--- src/pkg/stc_pkg.sv ---
package stc_pkg;
	localparam int unsigned AW = 10;
	localparam int unsigned DW = 24;
	localparam int unsigned TW = 17;
	localparam logic [9:0] ADDR_EN = 10'h2B0;
	localparam logic [9:0] ADDR_CFG = 10'h2B1;
	localparam logic [9:0] ADDR_RES = 10'h2B2;
	localparam logic [9:0] ADDR_TAD = 10'h2B5;
	localparam logic [9:0] ADDR_IST = 10'h2B6;
	localparam logic [9:0] ADDR_IMSK = 10'h2B7;
	localparam logic [7:0] CFG_RST = 8'h05;
	localparam int unsigned AVG_LSB = 2;
	localparam int unsigned ACC_LSB = 0;
	localparam int unsigned DONE_BIT = 17;
	localparam int unsigned INV_BIT = 16;
	localparam int unsigned COARSE_LSB = 8;
	localparam int unsigned FINE_LSB = 0;
	localparam int unsigned IRQ_DONE = 0;
	localparam int unsigned IRQ_FAIL = 1;
	localparam int unsigned CAL_SCALE = 384 * 19;
	localparam logic [8:0] FRAC_HALF = 9'h080;

	typedef enum logic [2:0] {ST_IDLE, ST_WAIT, ST_ACC, ST_FIN, ST_DONE, ST_FAIL} stc_state_t;

	// cycles per accumulation or number of averages for a two-bit code
	function automatic logic [8:0] len_of(input logic [1:0] code);
		return 9'h004 << {code, 1'b0};
	endfunction

	// longest sysref period that an accumulation code supports
	function automatic logic [15:0] per_max(input logic [1:0] code);
		case (code)
			2'h0: return 16'h0080;
			2'h1: return 16'h0680;
			2'h2: return 16'h1E80;
			default: return 16'h7E80;
		endcase
	endfunction

	// exponent 2*(avg+acc+2) of the full measurement length
	function automatic logic [4:0] shift_of(input logic [1:0] a, input logic [1:0] h);
		return ({3'h0, a} + {3'h0, h} + 5'h02) << 1;
	endfunction
endpackage

--- src/core/stc_accum.sv ---
module stc_accum (
	// clock and reset
	input  logic       clk,
	input  logic       nrst,
	// control
	input  logic       start,
	input  logic [1:0] len_code,
	input  logic       level,
	// result
	output logic       done,
	output logic [8:0] count
);
	logic       busy_reg;
	logic [8:0] left_reg;
	logic [8:0] sum_reg;
	logic       done_reg;
	logic [8:0] count_reg;

	//////////////////////////////////////////////////////////////////////////
	// high-level cycles over one accumulation window
	always_ff @(posedge clk) begin
		if (!nrst) begin
			busy_reg <= 1'b0;
			left_reg <= 9'h000;
			sum_reg <= 9'h000;
		end else if (start) begin
			busy_reg <= 1'b1;
			left_reg <= stc_pkg::len_of(len_code) - 9'h001;
			sum_reg <= 9'h000;
		end else if (busy_reg) begin
			sum_reg <= sum_reg + {8'h00, level};
			left_reg <= left_reg - 9'h001;
			if (left_reg == 9'h000) begin
				busy_reg <= 1'b0;
			end
		end
	end

	always_ff @(posedge clk) begin
		if (!nrst) begin
			done_reg <= 1'b0;
			count_reg <= 9'h000;
		end else begin
			done_reg <= busy_reg && !start && (left_reg == 9'h000);
			if (busy_reg && left_reg == 9'h000) begin
				count_reg <= sum_reg + {8'h00, level};
			end
		end
	end

	assign done = done_reg;
	assign count = count_reg;
endmodule // stc_accum

--- src/core/stc_top.sv ---
// Strobed register access is this design's own decision.
module stc_top #(
	parameter int unsigned CAL_SCALE = stc_pkg::CAL_SCALE
) (
	// clock and reset
	input  logic                    clk,
	input  logic                    nrst,
	// register port
	input  logic [stc_pkg::AW-1:0]  addr,
	input  logic [stc_pkg::DW-1:0]  wdata,
	input  logic                    wr_en,
	input  logic                    rd_en,
	output logic [stc_pkg::DW-1:0]  rdata,
	// sysref pin
	input  logic                    sysref,
	// delay word and interrupt
	output logic [stc_pkg::TW-1:0]  tad_out,
	output logic                    irq
);
	logic                   sync1_reg;
	logic                   sync2_reg;
	logic                   sync3_reg;
	logic                   edge_w;
	logic                   en_reg;
	logic                   en_prev_reg;
	logic                   start_w;
	logic [7:0]             cfg_reg;
	logic [stc_pkg::TW-1:0] tad_reg;
	logic [1:0]             ist_reg;
	logic [1:0]             imsk_reg;
	logic [stc_pkg::DW-1:0] rdata_reg;
	logic [stc_pkg::TW-1:0] tad_out_reg;
	logic                   irq_reg;
	stc_pkg::stc_state_t    state_reg;
	logic [1:0]             avg_lat_reg;
	logic [1:0]             acc_lat_reg;
	logic [31:0]            bound_reg;
	logic [31:0]            run_reg;
	logic [15:0]            per_reg;
	logic                   per_seen_reg;
	logic [8:0]             navg_reg;
	logic [16:0]            sum_reg;
	logic [7:0]             coarse_reg;
	logic                   first_reg;
	logic                   acc_start_reg;
	logic                   acc_done;
	logic [8:0]             acc_count;
	logic [stc_pkg::TW-1:0] res_reg;
	logic                   done_reg;
	logic                   done_ev_reg;
	logic                   fail_ev_reg;
	logic [24:0]            frac_wide;
	logic [8:0]             frac;
	logic                   per_bad;
	logic                   time_bad;
	logic                   wr_ist;

	//////////////////////////////////////////////////////////////////////////
	// sysref synchroniser and rising edge
	always_ff @(posedge clk) begin
		if (!nrst) begin
			sync1_reg <= 1'b0;
			sync2_reg <= 1'b0;
			sync3_reg <= 1'b0;
		end else begin
			sync1_reg <= sysref;
			sync2_reg <= sync1_reg;
			sync3_reg <= sync2_reg;
		end
	end

	assign edge_w = sync2_reg && !sync3_reg;

	//////////////////////////////////////////////////////////////////////////
	// software registers
	always_ff @(posedge clk) begin
		if (!nrst) begin
			en_reg <= 1'b0;
			cfg_reg <= stc_pkg::CFG_RST;
			tad_reg <= '0;
			imsk_reg <= 2'h0;
		end else if (wr_en) begin
			case (addr)
				stc_pkg::ADDR_EN: en_reg <= wdata[0];
				stc_pkg::ADDR_CFG: cfg_reg <= {4'h0, wdata[3:0]};
				stc_pkg::ADDR_TAD: tad_reg <= wdata[stc_pkg::TW-1:0];
				stc_pkg::ADDR_IMSK: imsk_reg <= wdata[1:0];
				default: ;
			endcase
		end
	end

	always_ff @(posedge clk) begin
		if (!nrst) begin
			en_prev_reg <= 1'b0;
		end else begin
			en_prev_reg <= en_reg;
		end
	end

	assign start_w = en_reg && !en_prev_reg;

	always_ff @(posedge clk) begin
		if (!nrst) begin
			rdata_reg <= '0;
		end else if (rd_en) begin
			case (addr)
				stc_pkg::ADDR_EN: rdata_reg <= {23'h000000, en_reg};
				stc_pkg::ADDR_CFG: rdata_reg <= {16'h0000, cfg_reg};
				stc_pkg::ADDR_RES: rdata_reg <= {6'h00, en_reg && done_reg, res_reg};
				stc_pkg::ADDR_TAD: rdata_reg <= {7'h00, tad_reg};
				stc_pkg::ADDR_IST: rdata_reg <= {22'h000000, ist_reg};
				stc_pkg::ADDR_IMSK: rdata_reg <= {22'h000000, imsk_reg};
				default: rdata_reg <= '0;
			endcase
		end else begin
			rdata_reg <= '0;
		end
	end

	//////////////////////////////////////////////////////////////////////////
	// calibration sequencer
	assign per_bad = per_seen_reg && (per_reg >= stc_pkg::per_max(acc_lat_reg));
	assign time_bad = run_reg >= bound_reg;

	always_ff @(posedge clk) begin
		if (!nrst) begin
			state_reg <= stc_pkg::ST_IDLE;
			avg_lat_reg <= 2'h0;
			acc_lat_reg <= 2'h0;
			bound_reg <= '0;
			navg_reg <= 9'h000;
			sum_reg <= 17'h00000;
			acc_start_reg <= 1'b0;
		end else begin
			acc_start_reg <= 1'b0;
			if (!en_reg) begin
				state_reg <= stc_pkg::ST_IDLE;
			end else if (start_w) begin
				state_reg <= stc_pkg::ST_WAIT;
				avg_lat_reg <= cfg_reg[stc_pkg::AVG_LSB+:2];
				acc_lat_reg <= cfg_reg[stc_pkg::ACC_LSB+:2];
				bound_reg <= CAL_SCALE << stc_pkg::shift_of(cfg_reg[3:2], cfg_reg[1:0]);
				navg_reg <= 9'h000;
				sum_reg <= 17'h00000;
			end else begin
				case (state_reg)
					stc_pkg::ST_WAIT: begin
						if (per_bad || time_bad) begin
							state_reg <= stc_pkg::ST_FAIL;
						end else if (edge_w) begin
							acc_start_reg <= 1'b1;
							state_reg <= stc_pkg::ST_ACC;
						end
					end
					stc_pkg::ST_ACC: begin
						if (per_bad || time_bad) begin
							state_reg <= stc_pkg::ST_FAIL;
						end else if (acc_done) begin
							sum_reg <= sum_reg + {8'h00, acc_count};
							navg_reg <= navg_reg + 9'h001;
							if (navg_reg + 9'h001 == stc_pkg::len_of(avg_lat_reg)) begin
								state_reg <= stc_pkg::ST_FIN;
							end else begin
								state_reg <= stc_pkg::ST_WAIT;
							end
						end
					end
					stc_pkg::ST_FIN: state_reg <= stc_pkg::ST_DONE;
					default: ;
				endcase
			end
		end
	end

	// run length and sysref period counters
	always_ff @(posedge clk) begin
		if (!nrst) begin
			run_reg <= '0;
			per_reg <= 16'h0000;
			per_seen_reg <= 1'b0;
		end else if (start_w) begin
			run_reg <= '0;
			per_reg <= 16'h0000;
			per_seen_reg <= 1'b0;
		end else if (state_reg == stc_pkg::ST_WAIT || state_reg == stc_pkg::ST_ACC) begin
			run_reg <= run_reg + 32'h00000001;
			if (edge_w) begin
				per_reg <= 16'h0000;
				per_seen_reg <= 1'b1;
			end else if (per_reg != 16'hFFFF) begin
				per_reg <= per_reg + 16'h0001;
			end
		end
	end

	// coarse phase: cycles from start to the first sysref edge
	always_ff @(posedge clk) begin
		if (!nrst) begin
			coarse_reg <= 8'h00;
			first_reg <= 1'b0;
		end else if (start_w) begin
			first_reg <= 1'b0;
		end else if (state_reg == stc_pkg::ST_WAIT && edge_w && !first_reg) begin
			coarse_reg <= run_reg[7:0];
			first_reg <= 1'b1;
		end
	end

	stc_accum u_accum (
		.clk      (clk),
		.nrst     (nrst),
		.start    (acc_start_reg),
		.len_code (acc_lat_reg),
		.level    (sync2_reg),
		.done     (acc_done),
		.count    (acc_count)
	);

	//////////////////////////////////////////////////////////////////////////
	// result word and completion
	assign frac_wide = {sum_reg, 8'h00} >> stc_pkg::shift_of(avg_lat_reg, acc_lat_reg);
	assign frac = (frac_wide > 25'h00000FF) ? 9'h0FF : frac_wide[8:0];

	always_ff @(posedge clk) begin
		if (!nrst) begin
			res_reg <= '0;
			done_reg <= 1'b0;
			done_ev_reg <= 1'b0;
			fail_ev_reg <= 1'b0;
		end else begin
			done_ev_reg <= 1'b0;
			fail_ev_reg <= 1'b0;
			if (!en_reg || start_w) begin
				done_reg <= 1'b0;
			end else if (state_reg == stc_pkg::ST_FIN) begin
				res_reg[stc_pkg::INV_BIT] <= frac >= stc_pkg::FRAC_HALF;
				res_reg[stc_pkg::COARSE_LSB+:8] <= coarse_reg;
				res_reg[stc_pkg::FINE_LSB+:8] <= frac[7:0];
				done_reg <= 1'b1;
				done_ev_reg <= 1'b1;
			end else if ((state_reg == stc_pkg::ST_WAIT || state_reg == stc_pkg::ST_ACC)
					&& (per_bad || time_bad)) begin
				fail_ev_reg <= 1'b1;
			end
		end
	end

	// delay output: calibrated when enabled, manual otherwise
	always_ff @(posedge clk) begin
		if (!nrst) begin
			tad_out_reg <= '0;
		end else begin
			tad_out_reg <= en_reg ? res_reg : tad_reg;
		end
	end

	//////////////////////////////////////////////////////////////////////////
	// interrupt status, write one to clear, set wins
	assign wr_ist = wr_en && (addr == stc_pkg::ADDR_IST);

	always_ff @(posedge clk) begin
		if (!nrst) begin
			ist_reg <= 2'h0;
			irq_reg <= 1'b0;
		end else begin
			ist_reg <= (ist_reg & ~(wr_ist ? wdata[1:0] : 2'h0)) | {fail_ev_reg, done_ev_reg};
			irq_reg <= |(ist_reg & imsk_reg);
		end
	end

	assign rdata = rdata_reg;
	assign tad_out = tad_out_reg;
	assign irq = irq_reg;

	//////////////////////////////////////////////////////////////////////////
	// checks
	chk_cfg_reset: assert property (@(posedge clk) disable iff (!nrst)
		$past(!nrst) |-> cfg_reg == stc_pkg::CFG_RST)
		else $error("configuration not at reset value");

	chk_done_gated: assert property (@(posedge clk) disable iff (!nrst)
		rd_en && addr == stc_pkg::ADDR_RES && !(en_reg && done_reg) |=> !rdata[17])
		else $error("completion read high while not complete");

	chk_start_clears: assert property (@(posedge clk) disable iff (!nrst)
		start_w |=> !done_reg && state_reg == stc_pkg::ST_WAIT ##0 !done_reg [*2])
		else $error("start did not clear completion");

	chk_acc_len: assert property (@(posedge clk) disable iff (!nrst)
		acc_start_reg && acc_lat_reg == 2'h0 && en_reg |-> !acc_done [*5] ##1 acc_done)
		else $error("accumulation length wrong");

	chk_period_fail: assert property (@(posedge clk) disable iff (!nrst)
		en_reg && !start_w && state_reg == stc_pkg::ST_WAIT && per_bad
		|=> state_reg == stc_pkg::ST_FAIL ##1 !done_reg)
		else $error("long sysref period did not fail");

	chk_run_bound: assert property (@(posedge clk) disable iff (!nrst)
		en_reg && !start_w && time_bad && state_reg inside {stc_pkg::ST_WAIT, stc_pkg::ST_ACC}
		|=> state_reg == stc_pkg::ST_FAIL)
		else $error("run exceeded its bound");

	chk_manual_tad: assert property (@(posedge clk) disable iff (!nrst)
		!en_reg |=> tad_out == $past(tad_reg))
		else $error("manual delay not followed");

	chk_avg_count: assert property (@(posedge clk) disable iff (!nrst)
		state_reg == stc_pkg::ST_FIN |-> navg_reg == stc_pkg::len_of(avg_lat_reg))
		else $error("average count wrong");

	chk_latch_codes: assert property (@(posedge clk) disable iff (!nrst)
		start_w |=> avg_lat_reg == $past(cfg_reg[3:2]) && acc_lat_reg == $past(cfg_reg[1:0]))
		else $error("codes not latched at start");

	chk_done_word: assert property (@(posedge clk) disable iff (!nrst)
		en_reg && state_reg == stc_pkg::ST_FIN |=> done_reg
		&& res_reg[7:0] == $past(frac[7:0]) && res_reg[15:8] == $past(coarse_reg))
		else $error("result word not latched");

	chk_fail_status: assert property (@(posedge clk) disable iff (!nrst)
		fail_ev_reg |=> ist_reg[stc_pkg::IRQ_FAIL])
		else $error("failure not recorded in status");

	chk_fail_nodone: assert property (@(posedge clk) disable iff (!nrst)
		state_reg == stc_pkg::ST_FAIL |-> !done_reg)
		else $error("failed run reports completion");

	chk_auto_tad: assert property (@(posedge clk) disable iff (!nrst)
		en_reg |=> tad_out == $past(res_reg))
		else $error("delay output not the calibrated word");

	chk_irq_raise: assert property (@(posedge clk) disable iff (!nrst)
		(ist_reg & imsk_reg) != 2'h0 |=> irq)
		else $error("interrupt missing for unmasked status");

	chk_irq_drop: assert property (@(posedge clk) disable iff (!nrst)
		(ist_reg & imsk_reg) == 2'h0 |=> !irq)
		else $error("interrupt high without unmasked status");

	cov_done: cover property (@(posedge clk) disable iff (!nrst) $rose(done_reg));
	cov_fail: cover property (@(posedge clk) disable iff (!nrst) fail_ev_reg);
	cov_irq: cover property (@(posedge clk) disable iff (!nrst) $rose(irq_reg));
	cov_period_fail: cover property (@(posedge clk) disable iff (!nrst)
		state_reg == stc_pkg::ST_WAIT && per_bad);
	cov_time_fail: cover property (@(posedge clk) disable iff (!nrst)
		state_reg == stc_pkg::ST_WAIT && time_bad);
endmodule // stc_top

--- config.mk ---
export PLATFORM = sky130hd
export DESIGN_NAME = stc_top
export DESIGN_NICKNAME = d
export VERILOG_FILES = /design/src/pkg/stc_pkg.sv /design/src/core/stc_accum.sv /design/src/core/stc_top.sv
export SDC_FILE = /design/constraint.sdc
export NUM_CORES = 1
export LEC_CHECK = 0
export ABC_AREA = 1
export BUFFER_PORTS_ARGS = -buffer_cell sky130_fd_sc_hd__buf_4
export CORE_MARGIN = 3
export CORE_UTILIZATION = 55
export CTS_CLUSTER_SIZE = 25
export DETAILED_ROUTE_END_ITERATION = 6
export GPL_ROUTABILITY_DRIVEN = 0
export PLACE_DENSITY = 0.76
export SLEW_MARGIN = 40
export SYNTH_ARGS = -nofsm -noshare
export SYNTH_HDL_FRONTEND = slang
export SYNTH_SLANG_ARGS = --single-unit
--- constraint.sdc ---
create_clock -name clk -period 2.4 [get_ports clk]
set_input_delay 0.12 -clock clk [delete_from_list [all_inputs] [get_ports clk]]
set_output_delay 0.12 -clock clk [all_outputs]
set_load 0.03 [all_outputs]
### After elaboration in Yosys (flattened, before gate mapping)

Cells that the tools add are included.

* bits in registers: 245
* output and inout port bits: 42
* logic and storage cells: 158

* $add $sub $neg: 11
* $lt $le $gt $ge: 4
* eq/ne operators: 18
* shift operators: 4
* multiplexer cells: 30
* bitwise gates (word level): 9
* reduce and logical (&&, ||, !) cells: 48

Operators by type and width (count)
* 18-bit one-hot mux with 6 select lines: 1
* 17-bit two-way mux: 5
* 9-bit two-way mux: 7
* 10-bit == test (second input constant): 6
* 15-bit one-hot mux with 3 select lines: 1
* 32-bit by 1-bit adder with 32-bit output (second input constant): 1
* 32-bit greater-or-equal comparator: 1
* 16-bit two-way mux: 2
* 13-bit by 5-bit << shifter with 32-bit output (first input constant): 1
* 25-bit by 8-bit greater-than comparator with 1-bit output (second input constant): 1
* 25-bit by 5-bit right shift with 25-bit output: 1
* 2-bit AND reduction: 11
* 3-bit by 3-bit << shifter with 9-bit output (first input constant): 2
* 9-bit by 1-bit subtractor with 9-bit output (second input constant): 2
* 17-bit by 9-bit adder with 17-bit output: 1
* 16-bit by 1-bit adder with 16-bit output (second input constant): 1
* 16-bit greater-or-equal comparator: 1
* 16-bit inequality test (second input constant): 1
* 3-bit two-way mux: 4
* 1-bit logical AND: 11
* 9-bit by 1-bit adder with 9-bit output: 1
* 9-bit by 1-bit adder with 9-bit output (second input constant): 1
* 9-bit == test: 1
* 9-bit by 8-bit greater-or-equal comparator with 1-bit output (second input constant): 1
* other kinds (30): 59

### Longest topological paths before layout

Gate-level depths: netlist of run 1.

* depth in word-level cells: 8
* mapped depth: 16
* depth with buffers taken out: 16

### Cells and area by module

From an unflattened synthesis of run 1, not the netlist that was laid out.

* cells, all modules: 1691
* area, all modules: 12167.9 sq um

Modules (own cells, without submodules)
* stc_top: times used 1, cells each 1490, area an instance 10725.3 sq um, seq. area each 4023.9 sq um
* stc_accum: times used 1, cells each 201, area an instance 1442.6 sq um, seq. area each 580.6 sq um

### Worst setup path before layout of run 1

OpenSTA, ideal clock, no wires.

* path kind: register to register
* from: register avg_lat_reg[0]
* to: register res_reg[16] in the netlist's numbering
* library setup time: 0.109 ns
* data arrival time: 2.162 ns
* setup slack: 0.129 ns
* cell stages (with the launch flop): 13
* path buffers: 1
* period minus slack after synthesis: 2.271 ns
* cell sequence: dfxtp_1 -> ha_1 -> fa_1 -> buf_2 -> clkinv_1 -> nand2_1 -> o21ai_0 -> nor3b_1 -> nand4_1 -> nand2_2 -> nand3_1 -> nand2_1 -> inv_1

* cells in the longest elaborated chain, start to end: 6

RTL lines
* start, declared: RTL line stc_top.sv:35 `logic [1:0] avg_lat_reg;`
* start signal, assigned: RTL line stc_top.sv:141 `avg_lat_reg <= cfg_reg[stc_pkg::AVG_LSB+:2];`
* 2-bit by 2-bit adder with 3-bit output *: RTL line stc_pkg.sv:42 `return ({3'h0, a} + {3'h0, h} + 5'h02) << 1;`
* 3-bit by 2-bit adder with 4-bit output *: RTL line stc_pkg.sv:42
* 25-bit by 5-bit right shift with 25-bit output *: RTL line stc_top.sv:222 `assign frac_wide = {sum_reg, 8'h00} >> stc_pkg::shift_of(avg_lat_reg, acc_lat_reg);`
* 25-bit by 8-bit greater-than comparator with 1-bit output: RTL line stc_top.sv:223 `assign frac = (frac_wide > 25'h00000FF) ? 9'h0FF : frac_wide[8:0];`
* 9-bit two-way mux *: RTL line stc_top.sv:223
* 9-bit by 8-bit greater-or-equal comparator with 1-bit output *: RTL line stc_top.sv:237 `res_reg[stc_pkg::INV_BIT] <= frac >= stc_pkg::FRAC_HALF;`
* end signal, assigned by index: RTL line stc_top.sv:237
* end signal, assigned by index: RTL line stc_top.sv:238 `res_reg[stc_pkg::COARSE_LSB+:8] <= coarse_reg;`
* end signal, assigned by index: RTL line stc_top.sv:239 `res_reg[stc_pkg::FINE_LSB+:8] <= frac[7:0];`
* end, declared: RTL line stc_top.sv:48 `logic [stc_pkg::TW-1:0] res_reg;`

Mark *: on every way between the ends. The rest lies on a longest branch, timed or not.
A chain may end at the register's enable or synchronous reset.

### Worst setup path in the final report of run 1

* from: register acc_lat_reg[0]
* to: register res_reg[5] in the netlist's numbering

* cells in the longest elaborated chain, start to end: 5

RTL lines
* start, declared: RTL line stc_top.sv:36 `logic [1:0] acc_lat_reg;`
* start signal, assigned: RTL line stc_top.sv:142 `acc_lat_reg <= cfg_reg[stc_pkg::ACC_LSB+:2];`
* 2-bit by 2-bit adder with 3-bit output *: RTL line stc_pkg.sv:42
* 3-bit by 2-bit adder with 4-bit output *: RTL line stc_pkg.sv:42
* 25-bit by 5-bit right shift with 25-bit output *: RTL line stc_top.sv:222
* 25-bit by 8-bit greater-than comparator with 1-bit output: RTL line stc_top.sv:223
* 9-bit two-way mux *: RTL line stc_top.sv:223

Marks and branches as above.

==> results.rst, run 1 <==
.. list-table::
   :header-rows: 1

   * - Metric
     - Value
   * - Result of the run
     - finished with violations
   * - Failing checks
     - design-rule violations
   * - Simple-gate share of the synthesized area
     - 28.2%
   * - Worst setup slack before clock tree synthesis
     - 0.0886 ns
   * - Die Wd
     - 154 um
   * - Share of synthesized area occupied by flip-flops and latches
     - 38.2%
   * - Top-level port count
     - 81
   * - CTS tree
     - built
   * - Die Height
     - 154 um
   * - Antenna violations before repair
     - 0
   * - Max-slew headroom
     - 54.6%
   * - Hold violation count in the final report
     - 0
   * - Setup-violating endpoint count in the final report
     - 0
   * - Leftover overflow at the end of global routing
     - 0
   * - Power per Cell Area
     - 543 nW/um2
   * - Type of the most critical hold path
     - in -> reg
   * - Slew at the pin closest to its max-slew limit
     - 0.681 ns
   * - Largest area contributor in the netlist
     - sky130_fd_sc_hd__dfxtp_1
   * - Initial cell density of the core
     - 56.6%
   * - Depth of the worst register-to-register path
     - 13
   * - Top fanout value on the critical path
     - 8
   * - Detail-routed net length per standard cell
     - 14.5 um
   * - Most frequent cells in the layout
     - sky130_fd_sc_hd__nand2_1, sky130_fd_sc_hd__nor2_1, sky130_fd_sc_hd__dfxtp_1
   * - End point of the critical path
     - res_reg[5]
   * - Post-Route Hold Slack
     - 0.0341 ns
   * - Nets
     - 1914
   * - Unrepaired setup endpoints after global routing
     - true
   * - Avg Cell Area, Syn
     - 7.00 um2
   * - Share of flip-flops with an asynchronous set or reset after synthesis
     - 0%
   * - Top cell type's share of synthesized area
     - 38.2%
   * - Global routing usage summed across all routing layers
     - 25.0%
   * - Post-Synthesis Cells
     - 1721
   * - Time the final worst path needs with I/O delays and setup
     - 2.28 ns
   * - Max-cap violations
     - 0
   * - Maximum resistive drop on vdd
     - 0.348 mV
   * - Worst path setup slack after routing
     - 0.121 ns
   * - Number of global-route vias before repair
     - 10.7k
   * - Cell area reported after detailed placement
     - 12900 um2
   * - Vias per cell
     - 5.44
   * - Reg-to-reg endpoint
     - res_reg[5]
   * - Hpwl dp
     - 21700 um
   * - Antenna violation net count after detailed routing
     - 0
   * - Combinational family with the most area after synthesis
     - simple AND/OR/NAND/NOR gates
   * - Clock tree root buffer cell
     - sky130_fd_sc_hd__clkbuf_16
   * - Final instance count without filler cells
     - 2106
   * - Total power of the final layout
     - 7.58 mW
   * - Worst reg2reg setup slack
     - 0.12 ns
   * - Hold depth
     - 2
   * - Standard-cell row count
     - 53
   * - Violation count after the first detailed-routing iteration
     - 1035
   * - Detailed Routing Iterations Pass 1
     - 7
   * - Commonest non-fill, non-tap cell in the layout
     - sky130_fd_sc_hd__nand2_1
   * - Number of storage elements in the synthesis netlist
     - 230
   * - Area growth from synthesis to final layout
     - 15.9%
   * - Synthesized-area fraction occupied by adder cells
     - 6.26%
   * - Clock Tree Buf Depth
     - 3
   * - Final standard cell utilization of the core
     - 65.6%
   * - Data arrival time of the critical path
     - 2.69 ns
   * - Area of all placed cells without fillers
     - 14000 um2
   * - Number of pins with negative max-slew slack in the final report
     - 0
   * - Insertion delay of the later-clocked pin in the worst-skew pair
     - 0.52 ns
   * - Diodes inserted
     - 0
   * - Dominant register cell in the synthesized netlist
     - sky130_fd_sc_hd__dfxtp_1
   * - Post-Route Skew
     - 0.0104 ns
   * - Yosys warning count
     - 0
   * - Setup tns final
     - 0 ns
   * - Number of cells in the design after placement
     - 2041
   * - Endpoint kind of the worst setup timing path
     - register
   * - Layout cell share with drive strength beyond 1
     - 10.5%
   * - Number of enable-type register cells in the synthesized netlist
     - 0
   * - Routed wire length
     - 30500 um
   * - Critical path origin
     - acc_lat_reg[0]
   * - Die footprint
     - 23700 um2
   * - Category of the most critical setup path
     - reg -> reg
   * - P_leak
     - 5.99 nW
   * - Data required, critical path
     - 2.81 ns
   * - F_max
     - 439 MHz
   * - Area contributors post-synth
     - sky130_fd_sc_hd__dfxtp_1, sky130_fd_sc_hd__nand2_1, sky130_fd_sc_hd__nor2_1
   * - Synthesized-area fraction occupied by ao, oa, aoi and oai cells
     - 15.0%
   * - Mux cell area share after synthesis
     - 0.0831%
   * - Final period util
     - 95.0%
   * - TritonCTS buffer count
     - 25
   * - Clock Sink Count
     - 230
   * - Pin count of the biggest net entering global routing
     - 60
   * - Flip-flop count of the largest register, all copies and words added
     - 32
   * - H-tree levels
     - 1
   * - First-pass GRT wire length
     - 50800 um
   * - XOR/XNOR share of the synthesized area
     - 2.33%
   * - Overall via count from detail_route
     - 11.5k
   * - Remaining design rule violation count
     - 1
   * - Crit Reg-Reg Startpoint
     - acc_lat_reg[0]
   * - Area of the core
     - 21300 um2
   * - Crit start category
     - register
   * - Clock slew at the register clock pins of the worst setup and hold paths
     - 0.06 ns
   * - Synth cell types
     - 54
   * - Port Buffers
     - 67
   * - Synthesized cell area
     - 12000 um2
[per-layer routing]
| layer | global-route usage, % | part of all wire [%] | up-vias |
|---|---|---|---|
| met5 | 0 | 0 | - |
| met4 | 7.32 | 2.4 | 0 |
| met3 | 2.90 | 6.5 | 54 |
| met2 | 40.6 | 45 | 409 |
| met1 | 35.2 | 46 | 5160 |
| li1 | - | - | 5844 |
[how the worst min path moves through the flow]
stage,from,end,slack [ns]
6_report,nrst,cfg_reg[0],0.03
5_1_grt,nrst,cfg_reg[0],0.06
4_1_cts,nrst,cfg_reg[0],0.004
3_5_place_dp,sysref,sync1_reg,0.31
3_3_place_gp,sysref,sync1_reg,0.30
2_1_floorplan,sysref,sync1_reg,0.22
[cell families after synthesis]
family / after synthesis
and+or+nand+nor: 762
xor gates and xnor gates: 32
other: 1
DFF: 230
buffers and inverters: 302
AOI/OAI and AO/OA: 334
muxes: 1
adders and majority gates: 59
[cell type report]
type                       count  area (um2)
fill                        1835        7330
tap                          275         344
timing repair buffer         127        1020
multi-input combinational   1194        6330
inverter                     238         903
clock inverter                 6        37.5
clock buffer                  36         707
sequential                   230        4610
[repair_timing]
item / 4_1_cts / 5_1_grt
hold endpoints to repair: 34 / 0
endpoints found under the setup margin: 0 / 37
hold buffers: 21 / 0
gates resized for setup: 0 / 25
setup buffers: 0 / 2
[power breakdown]
part	switching [mW]	internal, mW
combinational	0.147	0.0777
clock	1.50	2.03
sequential	0.00137	3.82
total	1.65	5.93
[critical path, cell delays in order (launching register included)]
cell	delay [ns]
sky130_fd_sc_hd__dfxtp_4	0.37
sky130_fd_sc_hd__ha_4	0.16
sky130_fd_sc_hd__fa_2	0.48
sky130_fd_sc_hd__clkinvlp_4	0.16
sky130_fd_sc_hd__buf_4	0.13
sky130_fd_sc_hd__nand2_1	0.04
sky130_fd_sc_hd__nand2_1	0.08
sky130_fd_sc_hd__nand2_1	0.07
sky130_fd_sc_hd__nor3b_2	0.19
sky130_fd_sc_hd__nand4_1	0.13
sky130_fd_sc_hd__nand2_2	0.17
sky130_fd_sc_hd__nand3_1	0.09
sky130_fd_sc_hd__nand2_1	0.07
sky130_fd_sc_hd__inv_1	0.04
[cells in the mapped netlist (all sizes together) (2+ instances only)]
cell	count
nand4	51
nor3b	3
nor3	63
a21oi	141
or2	4
nor4	8
nand3b	3
o221ai	4
dfxtp	230
clkbuf	41
xnor2	6
a31oi	6
fa	2
nor2	241
o21a	3
and3	2
a21o	5
nand3	94
o21ai	129
buf	23
xor2	26
clkinv	5
nand2	291
o211ai	13
ha	57
a211oi	8
inv	233
o21bai	2
o22ai	19
Power figures use the tool's default switching activity.
==> run 2, diff against run 1 <==
Settings changed: MAX_ROUTING_LAYER set to met4.
==> run 2 against run 1 <==
Net effect:
- the flow now finishes without violations
- sequential power about the same
- clock skew decreased by 0.0010 ns
- via count about the same
- first-iteration DRC count decreased by 8.0%
- critical path depth decreased by 1
- total power about the same
- wire length decreased by 0.19%
==> results.rst, run 2 (synthesis gave the netlist of run 1 again) <==
.. list-table::
   :header-rows: 1

   * - Metric
     - Value
   * - Result of the run
     - finished clean
   * - Clock Sink Count
     - 230 (unchanged)
   * - Startpoint of the tightest hold check path
     - nrst
   * - First-pass GRT wire length
     - 50900 um (about the same)
   * - Total power of the final layout
     - 7.58 mW (about the same)
   * - Delay-heaviest family, CP
     - simple AND/OR/NAND/NOR gates
   * - Insertion delay of the later-clocked pin in the worst-skew pair
     - 0.52 ns (about the same)
   * - Hold depth
     - 2 (unchanged)
   * - TritonCTS buffer count
     - 25 (unchanged)
   * - Type of the most critical hold path
     - in -> reg
   * - Routed wire length
     - 30500 um (-0.19%)
   * - Number of global-route vias before repair
     - 10.7k (+0.028%)
   * - Area growth from synthesis to final layout
     - 15.9% (about the same)
   * - Number of pins with negative max-slew slack in the final report
     - 0 (unchanged)
   * - Diodes inserted
     - 0 (unchanged)
   * - Crit Reg-Reg Startpoint
     - acc_lat_reg[0]
   * - Clock slew at the register clock pins of the worst setup and hold paths
     - 0.06 ns (about the same)
   * - Depth of the worst register-to-register path
     - 12 (-1)
   * - Hpwl dp
     - 21700 um (unchanged)
   * - Die Wd
     - 154 um (unchanged)
   * - F_max
     - 438 MHz (-0.12%)
   * - Top-level port count
     - 81 (unchanged)
   * - Remaining design rule violation count
     - 0 (-1)
   * - Maximum resistive drop on vdd
     - 0.348 mV (about the same)
   * - Data required, critical path
     - 2.81 ns (about the same)
   * - Time the final worst path needs with I/O delays and setup
     - 2.28 ns (+0.00271 ns)
   * - Setup-violating endpoint count in the final report
     - 0 (unchanged)
   * - Max-slew headroom
     - 53.8% (-0.75 points)
   * - CTS tree
     - built
   * - H-tree levels
     - 1 (unchanged)
   * - Violation count after the first detailed-routing iteration
     - 952 (-8.0%)
   * - Slew at the pin closest to its max-slew limit
     - 0.692 ns (+0.0112 ns)
   * - Cell with the biggest individual delay on the critical path
     - sky130_fd_sc_hd__fa_2
   * - Detail-routed net length per standard cell
     - 14.5 um (-0.19%)
   * - Cell repeated most along the worst path
     - sky130_fd_sc_hd__nand2_1
   * - Standard-cell row count
     - 53 (unchanged)
   * - Reg-to-reg endpoint
     - res_reg[2]
   * - Die footprint
     - 23700 um2 (unchanged)
   * - Most frequent cells in the layout
     - sky130_fd_sc_hd__nand2_1, sky130_fd_sc_hd__nor2_1, sky130_fd_sc_hd__dfxtp_1
   * - Commonest non-fill, non-tap cell in the layout
     - sky130_fd_sc_hd__nand2_1
   * - Antenna violation net count after detailed routing
     - 0 (unchanged)
   * - Largest incremental delay on the critical path
     - 0.58 ns (+0.10 ns)
   * - Die Height
     - 154 um (unchanged)
   * - Sum of buffers and inverters on the critical path
     - 2 (-1)
   * - Category of the most critical setup path
     - reg -> reg
   * - Endpoint, Worst Hold
     - cfg_reg[0]
   * - Post-Route Skew
     - 0.00931 ns (-0.00105 ns)
   * - Initial cell density of the core
     - 56.6% (unchanged)
   * - Detailed Routing Iterations Pass 1
     - 5 (-2)
   * - Clock Tree Buf Depth
     - 3 (unchanged)
   * - Antenna violations before repair
     - 0 (unchanged)
   * - Layout cell share with drive strength beyond 1
     - 10.5% (+0.055 points)
   * - Pin count of the biggest net entering global routing
     - 60 (unchanged)
   * - Final standard cell utilization of the core
     - 65.6% (about the same)
   * - Max-cap violations
     - 0 (unchanged)
   * - Endpoint kind of the worst setup timing path
     - register
   * - Unrepaired setup endpoints after global routing
     - true
   * - Global routing usage summed across all routing layers
     - 25.8% (+0.76 points)
   * - Leftover overflow at the end of global routing
     - 0 (unchanged)
   * - Worst reg2reg setup slack
     - 0.12 ns (about the same)
   * - Nets
     - 1914 (unchanged)
   * - Power per Cell Area
     - 543 nW/um2 (about the same)
   * - Flip-flop count of the largest register, all copies and words added
     - 32 (unchanged)
   * - P_leak
     - 5.99 nW (about the same)
   * - Area of the core
     - 21300 um2 (unchanged)
   * - Top fanout value on the critical path
     - 9 (+1)
   * - Crit start category
     - register
   * - Ordered cell list for the critical path
     - ha_4 > fa_2 > buf_6 > nand2_1 > o21ai_2 > nand2_1 > nor3b_2 > nand4_1 > nand2_2 > nand3_1 > nand2_1 > inv_1
   * - Data arrival time of the critical path
     - 2.70 ns (about the same)
   * - Hold violation count in the final report
     - 0 (unchanged)
   * - Overall via count from detail_route
     - 11.5k (+0.017%)
   * - Final period util
     - 95.1% (+0.11 points)
   * - Vias per cell
     - 5.45 (about the same)
   * - Clock tree root buffer cell
     - sky130_fd_sc_hd__clkbuf_16
   * - Port Buffers
     - 67 (unchanged)
run 2: where the power goes:
| group | switching (mW) | leakage, nW | internal [mW] |
|---|---|---|---|
| clock | 1.50 | 0.370 | 2.03 |
| sequential | 0.00137 | 1.85 | 3.82 |
| combinational | 0.147 | 3.76 | 0.0779 |
run 2: what timing repair did:
action,4_1_cts,5_1_grt
hold buffers,21,0
resized for setup,0,26
endpoints found under the setup margin,0,37
buffers inserted,0,2
hold endpoints to repair,34,0
run 2: how the worst max path moves through the flow:
stage | startpoint | cells past startpoint | slack [ns] | end
global placement | acc_lat_reg[0] | 11 | 0.14 | res_reg[16]
floorplan | avg_lat_reg[0] | 12 | 0.13 | res_reg[16]
CTS | acc_lat_reg[0] | 11 | 0.06 | res_reg[7]
detailed placement | acc_lat_reg[0] | 11 | 0.09 | res_reg[7]
finish | acc_lat_reg[0] | 12 | 0.12 | res_reg[2]
global route | acc_lat_reg[0] | 13 | -0.05 | res_reg[2]
run 2: layer usage:
| metal | GRT usage [%] | up-vias | part of all wire [%] |
|---|---|---|---|
| met5 | - | - | 0 |
| met4 | 7.32 | 0 | 2.3 |
| met3 | 2.90 | 52 | 6.7 |
| met2 | 40.6 | 407 | 44 |
| met1 | 35.3 | 5162 | 46 |
| li1 | - | 5848 | - |
run 2: cell type report:
| class | count | area (um2) |
|---|---|---|
| inverter | 238 | 903 |
| fill | 1833 | 7330 |
| clock inverter | 6 | 37.5 |
| multi-input combinational | 1194 | 6330 |
| timing repair buffer | 127 | 1020 |
| tap | 275 | 344 |
| clock buffer | 36 | 707 |
| sequential | 230 | 4610 |
run 2: per-stage QoR:
step,instances,cell area [um2],setup TNS [ns],worst slack [ns],hold WS [ns]
3_3_place_gp,2041,12900,0,0.139,0.304
5_1_grt,2106,14000,-0.291,-0.0454,0.0533
6_report,2106,14000,0,0.118,0.0283
4_1_cts,2104,13900,0,0.0621,0.00403
3_5_place_dp,2041,12900,0,0.0886,0.310
2_1_floorplan,1726,12100,0,0.129,0.218
run 2: worst reg2reg max path, stage by stage, from the launching register on:
cell	delay, ns
sky130_fd_sc_hd__dfxtp_4	0.37
sky130_fd_sc_hd__ha_4	0.16
sky130_fd_sc_hd__fa_2	0.58
sky130_fd_sc_hd__buf_6	0.14
sky130_fd_sc_hd__nand2_1	0.07
sky130_fd_sc_hd__o21ai_2	0.07
sky130_fd_sc_hd__nand2_1	0.08
sky130_fd_sc_hd__nor3b_2	0.20
sky130_fd_sc_hd__nand4_1	0.13
sky130_fd_sc_hd__nand2_2	0.17
sky130_fd_sc_hd__nand3_1	0.09
sky130_fd_sc_hd__nand2_1	0.08
sky130_fd_sc_hd__inv_1	0.04
